`src/hdl/cifm_pkg.sv`:
```
// shared constants, function codes and carrier types of the contact input mapper
package cifm_pkg;

  // contact input count and layout
  localparam int CIFM_NUM_IN    = 10;
  localparam int CIFM_FIRST_OPT = 5;   // inputs from here up exist only with the option fitted
  localparam int CIFM_PAT_LOW   = 5;   // first base of a start-pattern group
  localparam int CIFM_PAT_HIGH  = 8;   // second base, narrow widths only
  localparam int CIFM_PAT_MAXW  = 5;
  localparam int CIFM_SRC_W     = 4;   // width of an input index, 0 means unbound

  // widths of the pattern functions, none for any other function
  localparam logic [2:0] CIFM_W_TWO   = 3'h2;
  localparam logic [2:0] CIFM_W_THREE = 3'h3;
  localparam logic [2:0] CIFM_W_FOUR  = 3'h4;
  localparam logic [2:0] CIFM_W_FIVE  = 3'h5;
  localparam logic [2:0] CIFM_W_NONE  = 3'h0;

  // servo choice n may sit no higher than input n+1
  localparam logic [CIFM_SRC_W-1:0] CIFM_PRE_OFS = 4'h1;

  // pattern number shown when every pattern contact is open
  localparam logic [4:0] CIFM_PAT_ZERO    = 5'h00;
  localparam logic [4:0] CIFM_PAT_DEFAULT = 5'h01;

  // stability time of a contact and its cycle count at the core clock
  localparam int CIFM_CLK_HZ        = 200_000_000;
  localparam int CIFM_FILTER_MS     = 100;
  localparam int CIFM_FILTER_CYCLES = CIFM_CLK_HZ / 1000 * CIFM_FILTER_MS;
  localparam int CIFM_CNT_W         = 25;

  // functions that a contact may carry
  typedef enum logic [3:0] {
    CIFM_F_NONE,
    CIFM_F_RUN_TOGGLE,
    CIFM_F_FORCE_RESET,
    CIFM_F_SUSPEND,
    CIFM_F_SKIP,
    CIFM_F_FIX,
    CIFM_F_OVERRIDE,
    CIFM_F_LOGIC,
    CIFM_F_PAT_TWO,
    CIFM_F_PAT_THREE,
    CIFM_F_PAT_FOUR,
    CIFM_F_PAT_FIVE,
    CIFM_F_PRESET_ONE,
    CIFM_F_PRESET_TWO,
    CIFM_F_PRESET_THREE
  } cifm_func_t;

  typedef cifm_func_t [CIFM_NUM_IN:1] cifm_bind_t;

  // operator requests from the front panel
  typedef struct packed {
    logic force_reset;
    logic suspend;
    logic fix;
    logic manual;
  } cifm_panel_t;

  // actions handed to the sequencing logic
  typedef struct packed {
    logic                   run;
    logic                   force_reset;
    logic                   suspend;
    logic                   skip;
    logic                   fix;
    logic                   manual;
    logic [CIFM_NUM_IN:1]   logic_use;
    logic [2:0]             servo_choice;
    logic                   pat_apply;
    logic [4:0]             pattern_no;
  } cifm_actions_t;

endpackage

```
`src/hdl/cifm_filter.sv`:
```
// synchroniser and stability filter for each contact input
`timescale 1ns/10ps
module cifm_filter
  import cifm_pkg::*;
#(
  parameter int FILTER_CYCLES = CIFM_FILTER_CYCLES
) (
  input  wire logic                   clk,
  input  wire logic                   resetn,
  input  wire logic [CIFM_NUM_IN:1]   raw_in,
  output logic      [CIFM_NUM_IN:1]   raw_sync,
  output logic      [CIFM_NUM_IN:1]   filt
);

  localparam logic [CIFM_CNT_W-1:0] LAST = CIFM_CNT_W'(FILTER_CYCLES - 1);

  genvar i;
  generate
    for (i = 1; i <= CIFM_NUM_IN; i++) begin : g_in
      logic                  meta_q;
      logic                  sync_q;
      logic                  filt_q;
      logic [CIFM_CNT_W-1:0] cnt_q;

      // two flops before anything looks at the pin
      always_ff @(posedge clk) begin
        if (!resetn) begin
          meta_q <= 1'b0;
          sync_q <= 1'b0;
        end else begin
          meta_q <= raw_in[i];
          sync_q <= meta_q;
        end
      end

      // count restarts whenever the pin agrees with the filtered state again
      always_ff @(posedge clk) begin
        if (!resetn) begin
          cnt_q  <= '0;
          filt_q <= 1'b0;
        end else if (sync_q == filt_q) begin
          cnt_q <= '0;
        end else if (cnt_q == LAST) begin
          cnt_q  <= '0;
          filt_q <= sync_q;
        end else begin
          cnt_q <= cnt_q + 1'b1;
        end
      end

      assign raw_sync[i] = sync_q;
      assign filt[i]     = filt_q;
    end
  endgenerate

endmodule

```
`src/hdl/cifm_mapper.sv`:
```
// contact input to control function mapper, top level
`timescale 1ns/10ps
// How it works
// - contact input 1 always carries the run/reset toggle
// - inputs 2 to 10 take a chosen function; 5 to 10 need the option
// - two- and three-wide pattern selection only on input 5 or 8
// - four- and five-wide pattern selection only on input 5
// - level functions follow the filtered input exactly
// - edge functions toggle on each off-to-on transition
// - run/reset is edge driven, on means run, never blocked
// - step forward is edge driven and blocked while suspended
// - reset, suspend, fix, override, logic, pattern and servo choice are level
// - two-wide picks 3 patterns, three-wide 7; none while fix active
// - external pattern applied only if bound and outside enable on
// - servo choice n lives on inputs 2..n+1; blocked in manual or reset
// - an action is suppressed while its blocking condition holds
// - a change counts only after 0.1 s of stable level
// - a bound function ignores the front-panel request for it
// - duplicate function other than logic use: lowest input wins, higher ones invalid
// - patterns on both 5 and 8: input 8 loses
// - a pattern group wipes functions on the inputs it consumes
// - unbinding keeps a running action, except logic use and external pattern apply, which stop
// - five-wide reads inputs 5 to 9 binary, input 5 least significant
// - pattern number zero is replaced by one
// - raw state of every fitted input is reported
module cifm_mapper
  import cifm_pkg::*;
#(
  parameter int FILTER_CYCLES = CIFM_FILTER_CYCLES
) (
  input  wire logic                   clk,
  input  wire logic                   resetn,
  input  wire logic [CIFM_NUM_IN:1]   contact_input,
  input  wire logic                   option_fitted,
  input  wire logic                   outside_pattern_enable,
  input  wire cifm_bind_t             bind_cfg,
  input  wire cifm_panel_t            panel_req,
  output cifm_actions_t               actions_q,
  output logic [CIFM_NUM_IN:1]        bind_valid_q,
  output logic [CIFM_NUM_IN:1]        raw_mon_q
);

  localparam int NLEV = 7;   // level functions with a held state

  // width of a pattern function, zero for anything else
  function automatic logic [2:0] pat_width(input cifm_func_t f);
    case (f)
      CIFM_F_PAT_TWO:   pat_width = CIFM_W_TWO;
      CIFM_F_PAT_THREE: pat_width = CIFM_W_THREE;
      CIFM_F_PAT_FOUR:  pat_width = CIFM_W_FOUR;
      CIFM_F_PAT_FIVE:  pat_width = CIFM_W_FIVE;
      default:          pat_width = CIFM_W_NONE;
    endcase
  endfunction

  // lowest input carrying a function, zero if none
  function automatic logic [CIFM_SRC_W-1:0] find_src(input cifm_bind_t b, input cifm_func_t f);
    find_src = '0;
    for (int k = CIFM_NUM_IN; k >= 1; k--) begin
      if (b[k] == f) begin
        find_src = CIFM_SRC_W'(k);
      end
    end
  endfunction

  logic [CIFM_NUM_IN:1] raw_sync;
  logic [CIFM_NUM_IN:1] filt;
  logic [CIFM_NUM_IN:1] filt_prev_q;

  cifm_filter #(
    .FILTER_CYCLES (FILTER_CYCLES)
  ) u_filter (
    .clk      (clk),
    .resetn   (resetn),
    .raw_in   (contact_input),
    .raw_sync (raw_sync),
    .filt     (filt)
  );

  // resolution of the configured bindings into the effective ones
  cifm_bind_t           fitted_b;
  cifm_bind_t           legal_b;
  cifm_bind_t           eff_b;
  logic [CIFM_NUM_IN:1] consumed;
  logic [2:0]           w_low;
  logic [2:0]           w_high;
  logic [2:0]           pat_w;
  logic [CIFM_SRC_W-1:0] pat_base;
  logic                 use_high;

  always_comb begin
    fitted_b    = bind_cfg;
    fitted_b[1] = CIFM_F_RUN_TOGGLE;
    for (int k = CIFM_FIRST_OPT; k <= CIFM_NUM_IN; k++) begin
      if (!option_fitted) begin
        fitted_b[k] = CIFM_F_NONE;
      end
    end
    for (int k = 2; k < CIFM_FIRST_OPT; k++) begin
      if (fitted_b[k] == CIFM_F_RUN_TOGGLE) begin
        fitted_b[k] = CIFM_F_NONE;
      end
    end
    w_low  = pat_width(fitted_b[CIFM_PAT_LOW]);
    w_high = pat_width(fitted_b[CIFM_PAT_HIGH]);
    // input 8 may carry only narrow widths and loses to input 5
    use_high = (w_low == CIFM_W_NONE) &&
               ((w_high == CIFM_W_TWO) || (w_high == CIFM_W_THREE));
    pat_w    = use_high ? w_high : w_low;
    pat_base = use_high ? CIFM_SRC_W'(CIFM_PAT_HIGH) : CIFM_SRC_W'(CIFM_PAT_LOW);
    consumed = '0;
    for (int k = 1; k <= CIFM_NUM_IN; k++) begin
      if ((pat_w != CIFM_W_NONE) && (k > int'(pat_base)) &&
          (k < int'(pat_base) + int'(pat_w))) begin
        consumed[k] = 1'b1;
      end
    end
    legal_b = fitted_b;
    for (int k = 2; k <= CIFM_NUM_IN; k++) begin
      if (consumed[k]) begin
        legal_b[k] = CIFM_F_NONE;
      end else if ((pat_width(fitted_b[k]) != CIFM_W_NONE) &&
                   !((pat_w != CIFM_W_NONE) && (k == int'(pat_base)))) begin
        legal_b[k] = CIFM_F_NONE;
      end
      case (fitted_b[k])
        CIFM_F_PRESET_ONE: begin
          if (k > 1 + int'(CIFM_PRE_OFS)) legal_b[k] = CIFM_F_NONE;
        end
        CIFM_F_PRESET_TWO: begin
          if (k > 2 + int'(CIFM_PRE_OFS)) legal_b[k] = CIFM_F_NONE;
        end
        CIFM_F_PRESET_THREE: begin
          if (k > 3 + int'(CIFM_PRE_OFS)) legal_b[k] = CIFM_F_NONE;
        end
        default: begin
        end
      endcase
    end
    // duplicates: a later copy of a function is dropped; logic use may repeat
    eff_b = legal_b;
    for (int k = 2; k <= CIFM_NUM_IN; k++) begin
      for (int j = 1; j < k; j++) begin
        if ((legal_b[j] == legal_b[k]) && (legal_b[k] != CIFM_F_LOGIC)) begin
          eff_b[k] = CIFM_F_NONE;
        end
      end
    end
  end

  // binding validity and raw monitor, unfitted inputs read as zero
  always_ff @(posedge clk) begin
    if (!resetn) begin
      bind_valid_q <= '0;
      raw_mon_q    <= '0;
      filt_prev_q  <= '0;
    end else begin
      filt_prev_q <= filt;
      for (int k = 1; k <= CIFM_NUM_IN; k++) begin
        bind_valid_q[k] <= (eff_b[k] != CIFM_F_NONE);
        raw_mon_q[k]    <= raw_sync[k] && (option_fitted || (k < CIFM_FIRST_OPT));
      end
    end
  end

  // run/reset toggle from input 1, nothing blocks it
  always_ff @(posedge clk) begin
    if (!resetn) begin
      actions_q.run <= 1'b0;
    end else if (filt[1] && !filt_prev_q[1]) begin
      actions_q.run <= !actions_q.run;
    end
  end

  // step forward: toggles on each rising edge while not suspended
  logic [CIFM_SRC_W-1:0] skip_src;
  assign skip_src = find_src(eff_b, CIFM_F_SKIP);

  always_ff @(posedge clk) begin
    if (!resetn) begin
      actions_q.skip <= 1'b0;
    end else if ((skip_src != '0) && filt[skip_src] && !filt_prev_q[skip_src] &&
                 !actions_q.suspend) begin
      actions_q.skip <= !actions_q.skip;
    end
  end

  // held level functions; an unbound one keeps its state until the panel takes over
  localparam cifm_func_t LEV_F [NLEV] = '{CIFM_F_FORCE_RESET, CIFM_F_SUSPEND, CIFM_F_FIX,
                                          CIFM_F_OVERRIDE, CIFM_F_PRESET_ONE,
                                          CIFM_F_PRESET_TWO, CIFM_F_PRESET_THREE};
  logic [NLEV-1:0] lev_panel;
  logic [NLEV-1:0] lev_st;
  assign lev_panel = {3'h0, panel_req.manual, panel_req.fix, panel_req.suspend,
                      panel_req.force_reset};

  genvar g;
  generate
    for (g = 0; g < NLEV; g++) begin : g_lev
      logic [CIFM_SRC_W-1:0] src;
      logic                  st_q;
      logic                  held_q;
      assign src = find_src(eff_b, LEV_F[g]);

      always_ff @(posedge clk) begin
        if (!resetn) begin
          st_q   <= 1'b0;
          held_q <= 1'b0;
        end else if (src != '0) begin
          st_q   <= filt[src];
          held_q <= filt[src];
        end else if (held_q) begin
          held_q <= !lev_panel[g];
          st_q   <= 1'b1;
        end else begin
          st_q <= lev_panel[g];
        end
      end
      assign lev_st[g] = st_q;
    end
  endgenerate

  // blocking: servo choices idle in manual or reset state
  logic reset_state;
  logic preset_block;
  assign reset_state  = lev_st[0] || !actions_q.run;
  assign preset_block = lev_st[3] || reset_state;

  always_ff @(posedge clk) begin
    if (!resetn) begin
      actions_q.force_reset  <= 1'b0;
      actions_q.suspend      <= 1'b0;
      actions_q.fix          <= 1'b0;
      actions_q.manual       <= 1'b0;
      actions_q.servo_choice <= '0;
    end else begin
      actions_q.force_reset  <= lev_st[0];
      actions_q.suspend      <= lev_st[1];
      actions_q.fix          <= lev_st[2];
      actions_q.manual       <= lev_st[3];
      actions_q.servo_choice <= preset_block ? 3'h0 : lev_st[6:4];
    end
  end

  // logic use marker stops as soon as its binding goes
  always_ff @(posedge clk) begin
    if (!resetn) begin
      actions_q.logic_use <= '0;
    end else begin
      for (int k = 1; k <= CIFM_NUM_IN; k++) begin
        actions_q.logic_use[k] <= (eff_b[k] == CIFM_F_LOGIC) && filt[k];
      end
    end
  end

  // start pattern number from the bound group, binary, lowest input first
  logic [4:0] pat_raw;
  always_comb begin
    pat_raw = '0;
    for (int b = 0; b < CIFM_PAT_MAXW; b++) begin
      if ((b < int'(pat_w)) && (int'(pat_base) + b <= CIFM_NUM_IN)) begin
        pat_raw[b] = filt[int'(pat_base) + b];
      end
    end
  end

  always_ff @(posedge clk) begin
    if (!resetn) begin
      actions_q.pat_apply  <= 1'b0;
      actions_q.pattern_no <= CIFM_PAT_DEFAULT;
    end else begin
      actions_q.pat_apply <= (pat_w != CIFM_W_NONE) && outside_pattern_enable &&
                             !lev_st[2];
      if ((pat_w != CIFM_W_NONE) && !lev_st[2]) begin
        actions_q.pattern_no <= (pat_raw == CIFM_PAT_ZERO) ? CIFM_PAT_DEFAULT : pat_raw;
      end
    end
  end

endmodule

```
`config.mk`:
```
export PLATFORM = sky130hd
export DESIGN_NAME = cifm_mapper
export DESIGN_NICKNAME = d
export VERILOG_FILES = /design/src/hdl/cifm_pkg.sv /design/src/hdl/cifm_filter.sv /design/src/hdl/cifm_mapper.sv
export SDC_FILE = /design/constraint.sdc
export NUM_CORES = 1
export LEC_CHECK = 0
export BUFFER_PORTS_ARGS = -buffer_cell sky130_fd_sc_hd__buf_4
export CAP_MARGIN = 20
export CORE_AREA = 2 2 161 242
export CTS_BUF_LIST = sky130_fd_sc_hd__clkbuf_4 sky130_fd_sc_hd__clkbuf_8 sky130_fd_sc_hd__clkbuf_16
export DETAILED_ROUTE_END_ITERATION = 10
export DIE_AREA = 0 0 163 244
export PLACE_DENSITY_LB_ADDON = 0.3
export SETUP_SLACK_MARGIN = 0.4
export SLEW_MARGIN = 20
export SYNTH_ARGS = -nofsm -noshare
export SYNTH_HDL_FRONTEND = slang
export SYNTH_SLANG_ARGS = --single-unit
```
`constraint.sdc`:
```
create_clock -name clk -period 13.3 [get_ports clk]
set_input_delay 2.66 -clock clk [delete_from_list [all_inputs] [get_ports clk]]
set_output_delay 2.66 -clock clk [all_outputs]
set_load 0.03 [all_outputs]
```
# After elaboration in Yosys (flattened, before gate mapping)
# Index checks and enable logic that the tools add are counted.
# W data, S select, Z words.
dict set report totals {
  ff_bits 346
  inputBits 58
  output_inout_bits 45
  wordCells 789
}
dict set report classes {
  add_sub_neg 15
  magnitude_cmp 41
  eq_ne 226
  mux 242
  bitwise 11
  n_reduce_logical 188
}
# operator n
set ops {}
lappend ops {{$mux W4} 153}
lappend ops {{$eq A4 B4 Y1 const B} 84}
lappend ops {{$add A25 B1 Y25 const B} 10}
lappend ops {{$eq A25 B25 Y1 const B} 10}
lappend ops {{$eq A4 B3 Y1 const B} 36}
lappend ops {{$eq A4 B4 Y1} 36}
lappend ops {{$le A32 B5 Y1 const B} 4}
lappend ops {{$lt A4 B32 Y1 const A} 4}
lappend ops {{$logic_and A1 B1 Y1} 109}
lappend ops {{$pmux W3 S4} 9}
lappend ops {{$eq A4 B2 Y1 const B} 18}
lappend ops {{$reduce_bool A4 Y1} 17}
lappend ops {{$lt A3 B32 Y1 const A} 2}
lappend ops {{$lt A5 B32 Y1 const A} 2}
lappend ops {{$bmux W1 S4} 14}
lappend ops {{$mux W1} 55}
lappend ops {{$reduce_or A3 Y1} 16}
lappend ops {{$lt A4 B5 Y1 const B} 9}
lappend ops {{$eq A1 B4 Y1 const A} 9}
lappend ops {{$ne A4 B3 Y1 const B} 9}
lappend ops {{$mux W3} 10}
lappend ops {{$reduce_bool A3 Y1} 10}
lappend ops {{$eq A4 B4 Y1 const A} 7}
lappend ops {{$lt A5 B5 Y1 const B} 4}
lappend ops {{24 further kinds} 86}

# Longest topological paths before layout
dict set report logic_depth {
  word_depth 43
  depth_mapped 22
}

# Modules after synthesis
# From an unflattened synthesis, not the netlist that was laid out.
dict set report unflattened {
  hier_cells 2507
  hier_area_um2 20250.7
}
# module instances cells_per_inst area_each_um2
set by_module_without_submodules {}
lappend by_module_without_submodules {cifm_filter 1 1469 12773.5}
lappend by_module_without_submodules {cifm_mapper 1 1038 7477.2}

# Worst setup path before layout
# No wires, ideal clock.
dict set report synth_timing {
  path_type {input -> register}
  from {in option_fitted}
  to {reg g_lev[2].st_q}
  arrival_ps 6676
  required_ps 13176
  slack_ps 6500
  path_stages 19
  n_path_buf 4
  path_cell_list {buf_4 > buf_6 > buf_6 > clkinv_1 > a21oi_1 > ha_1 > ha_1 > nor4b_2 > nor3_2 > a311o_1 > o221ai_1 > a32oi_1 > a32oi_4 > nor3_1 > or4_1 > buf_2 > mux2_4 > o2bb2ai_1 > o31ai_1}
}
dict set report synth_between {
  elab_chain_len 38
}
# element line
set synth_lines {}
lappend synth_lines {{start, declared} cifm_mapper.sv:34} ;# input wire logic option_fitted,
lappend synth_lines {{parallel branches: the longest is 34 deep, another holds $lt A5 B32 Y1} n/a}
lappend synth_lines {{$mux W4 (*)} cifm_mapper.sv:60} ;# if (b[k] == f) begin
lappend synth_lines {{$bmux W1 S4} cifm_mapper.sv:210} ;# st_q <= filt[src];
lappend synth_lines {{$mux W1 (not written as such)} cifm_mapper.sv:210}
lappend synth_lines {{$mux W1 (*)} cifm_mapper.sv:209} ;# end else if (src != '0) begin
lappend synth_lines {{end signal, assigned} cifm_mapper.sv:210}
lappend synth_lines {{end signal, assigned} cifm_mapper.sv:216} ;# st_q <= lev_panel[g];
lappend synth_lines {{end, declared} cifm_mapper.sv:201} ;# logic st_q;
# Every way passes the cells marked *. The select of a mux whose other input is x is not followed.
# A chain may end at the register's enable or synchronous reset.

# Worst setup path after layout
dict set report layout_timing {
  from {in option_fitted}
  to {reg actions_q[21] (netlist name)}
}
dict set report layout_between {
  elab_chain_len 40
}
# element line
set layout_lines {}
lappend layout_lines {{parallel branches: the longest is 34 deep, another holds $lt A5 B32 Y1} n/a}
lappend layout_lines {{$mux W4 (*)} cifm_mapper.sv:60}
lappend layout_lines {{$bmux W1 S4} cifm_mapper.sv:182} ;# end else if ((skip_src != '0) && filt[skip_src] && !filt_prev_q[skip_src] &&
lappend layout_lines {{$mux W1 (not written as such)} cifm_mapper.sv:182}
lappend layout_lines {{$logic_and A1 B1 Y1 / $logic_not A1 Y1 (equally long branches)} cifm_mapper.sv:182}
lappend layout_lines {{$logic_and A1 B1 Y1 (*) (2 in a row)} cifm_mapper.sv:182}
lappend layout_lines {{end, declared} cifm_mapper.sv:38} ;# output cifm_actions_t actions_q,
# Marked as above.

==> impl_metrics.tcl <==
set metrics [dict create \
    htree_levels 2 \
    synth-seq-cells 345 \
    seq_area_frac_synth 0.355 \
    cp-start-kind "primary input" \
    whs_ps 428 \
    synth_common_cells "nor2_1, dfxtp_1, nand2_1, nand3_1, xor2_1" \
    status "completed" \
    ctsResizeCount 0 \
    vias 18468 \
    yosys.area.top_type "dfxtp_1" \
    grt_max_degree 63 \
    max-cap-violations 0 \
    yosys.area.top_type_share 0.355 \
    grt_first_pass_wirelength_um 97600 \
    drc_errors 0 \
    synth_warnings 0 \
    max-slew-margin-rel 0.236 \
    core_um2 37600 \
    path_max_fanout 62 \
    async_reset_ff_frac 0 \
    io_pins 103 \
    cts_sinks 345 \
    cts_buffers 34 \
    final-setup-viol-count 0 \
    die_w_um 163 \
    postRouteAntennaNets 0 \
    yosys-top-cells-area "dfxtp_1, nor2_1, xor2_1" \
    hold_buffers 0 \
    routed_via_density 6.23 \
    cts_tree "built" \
    io_buffers 97 \
    cp-end-kind "flip-flop" \
    clock_path_buffers 3 \
    leakagePower_nw 7.48 \
    dpl-instance-area_um2 20300 \
    finalCritPeriodShare 0.667 \
    grt_setup_unrepaired "false" \
    root_buffer "clkbuf_16" \
    drive_gt1_frac 0.0938 \
    ys_types 108 \
    synth_area_per_cell_um2 8.01 \
    place_hpwl_um 46600 \
    powerDensity_nw_per_um2 108 \
    final.setup.tns_ps 0 \
    firstDrtPassIters 6 \
    wl_per_cell_um 21.5 \
    peakVddDrop_mv 0.110 \
    grt_overflow 0 \
    start_util 0.518 \
    finalHoldViolations 0 \
    slowest_stage "a221oi_1" \
    fin_ws_ps 4420 \
    rows 87 \
    crit_path_max_incr_delay_ps 970 \
    worstSetupPathType "in -> reg" \
    dieArea_um2 39800 \
    clock_latency_ps 530 \
    grt_pass1_vias 17645 \
    crit_path_cell_trace "buf_4, buf_4, and4bb_2, nand3_1, a21oi_1, ha_1, ha_1, nand2_1, a311o_1, a31oi_2, mux2i_1, a221oi_1, o22ai_1, a21oi_1, a31oi_2, a21o_1, a211o_1, a31oi_1, mux2i_1" \
    final_area_um2 21500 \
    nets 2520 \
    finalPower_mw 2.32 \
    slew_viol_final 0 \
    syn_area_um2 19500 \
    clkTransAtPathRegs_ps 60 \
    hold_class "reg -> reg" \
    antenna_found_initial 1 \
    arrival_ps 9320 \
    grtUsageTotal 0.312 \
    yosysMostFrequentCell "nor2_1" \
    synthCells 2431 \
    post_cts_buffers 0 \
    syn_to_final_growth_pct 10.2 \
    fmax_mhz 113 \
    cp.required_ps 13740 \
    drtIter0Drc 1475 \
    synth-edff-count 0 \
    synth_top_flop_cell "dfxtp_1" \
    tightest_slew_ps 1150 \
    die_y_um 244 \
    synth_nets 2501 \
    postRouteWirelength_um 63600 \
    dp_slack_ps 4210 \
    fin_skew_ps 23.5 \
    gp_congestion 1.11 \
    min_period_ps 8880 \
]
## layout make-up
| cell class | count | area [µm²] |
|---|---|---|
| timing repair buffer | 111 | 833 |
| antenna | 1 | 2.50 |
| multi-input combinational | 1912 | 11800 |
| clock inverter | 12 | 144 |
| clock buffer | 47 | 986 |
| fill | 3405 | 16100 |
| sequential | 345 | 6910 |
| tap | 489 | 612 |
| inverter | 46 | 173 |
## stage by stage
stage | utilization | instances
global route | 0.571 | 2962
floorplan | - | 2431
detailed placement | 0.541 | 2903
global placement | 0.541 | 2903
CTS | 0.571 | 2962
finish | 0.572 | 2963
## cells by family (layout without fill, tap and decap cells)
group / Yosys count / count (layout) / share of synthesized area
xor+xnor: 268 / 268 / 0.121
flops: 345 / 345 / 0.355
other cells: 1 / 2 / 0.000193
mux: 37 / 37 / 0.0205
fa+ha+maj: 13 / 13 / 0.00823
simple gates: 1193 / 1193 / 0.309
buf+inv: 174 / 216 / 0.0391
compound gates: 400 / 400 / 0.148
## worst paths after layout
path	slack, ps	cells after the start	from	to
max	4420	19	option_fitted	actions_q[21]
max reg2reg	10720	7	u_filter.g_in[9].cnt_q[0]	u_filter.g_in[9].cnt_q[24]
min reg2reg	430	1	u_filter.g_in[10].meta_q	u_filter.g_in[10].sync_q
min	430	1	u_filter.g_in[10].meta_q	u_filter.g_in[10].sync_q
## cell usage in the layout (no fill, tap or decap), types with 17 or more instances in the layout
cell type  count
or3_1         37
a31oi_1       25
nor4b_1       18
nor2b_1       27
nor2_1       376
mux2i_1       26
buf_4        111
and3_1        73
clkbuf_16     34
nor4_1        41
nand3_1      158
o21ai_0       65
nand2b_1      19
nand4_1       51
and2_1        63
nor3_1        39
o211ai_1      18
xnor2_1      122
xor2_1       146
a21oi_1       76
nand2_1      198
and4_1        17
dfxtp_1      345
inv_1         44
## power breakdown
| part | leakage [nW] | internal (mW) | switching, mW |
|---|---|---|---|
| Combinational | 4.12 | 0.0930 | 0.205 |
| Clock | 0.570 | 0.564 | 0.410 |
| Sequential | 2.79 | 1.04 | 0.00608 |
## registers in the layout, summed over array words and instances, names as in the netlist
signal and cells:
u_filter.g_in.cnt_q 250, actions_q 24, bind_valid_q 10, filt_prev_q 10, raw_mon_q 10, u_filter.g_in.filt_q 10, u_filter.g_in.meta_q 10, u_filter.g_in.sync_q 10
g_lev.held_q 7, g_lev.st_q 4
## per-layer routing
layer  routed length [µm]  track usage  vias up
met5                    0            0        -
met3                 4040       0.0421      312
met4                 5540        0.239        0
li1                     -            -     8671
met2                30400        0.533      834
met1                23600        0.349     8651
## critical path: cells and delay by family
family | cells | cell delay (ps)
compound gates | 10 | 4400
fa+ha+maj | 2 | 580
buf+inv | 2 | 640
mux | 2 | 380
simple gates | 3 | 650
No activity file was read; power rests on OpenSTA's default activity.
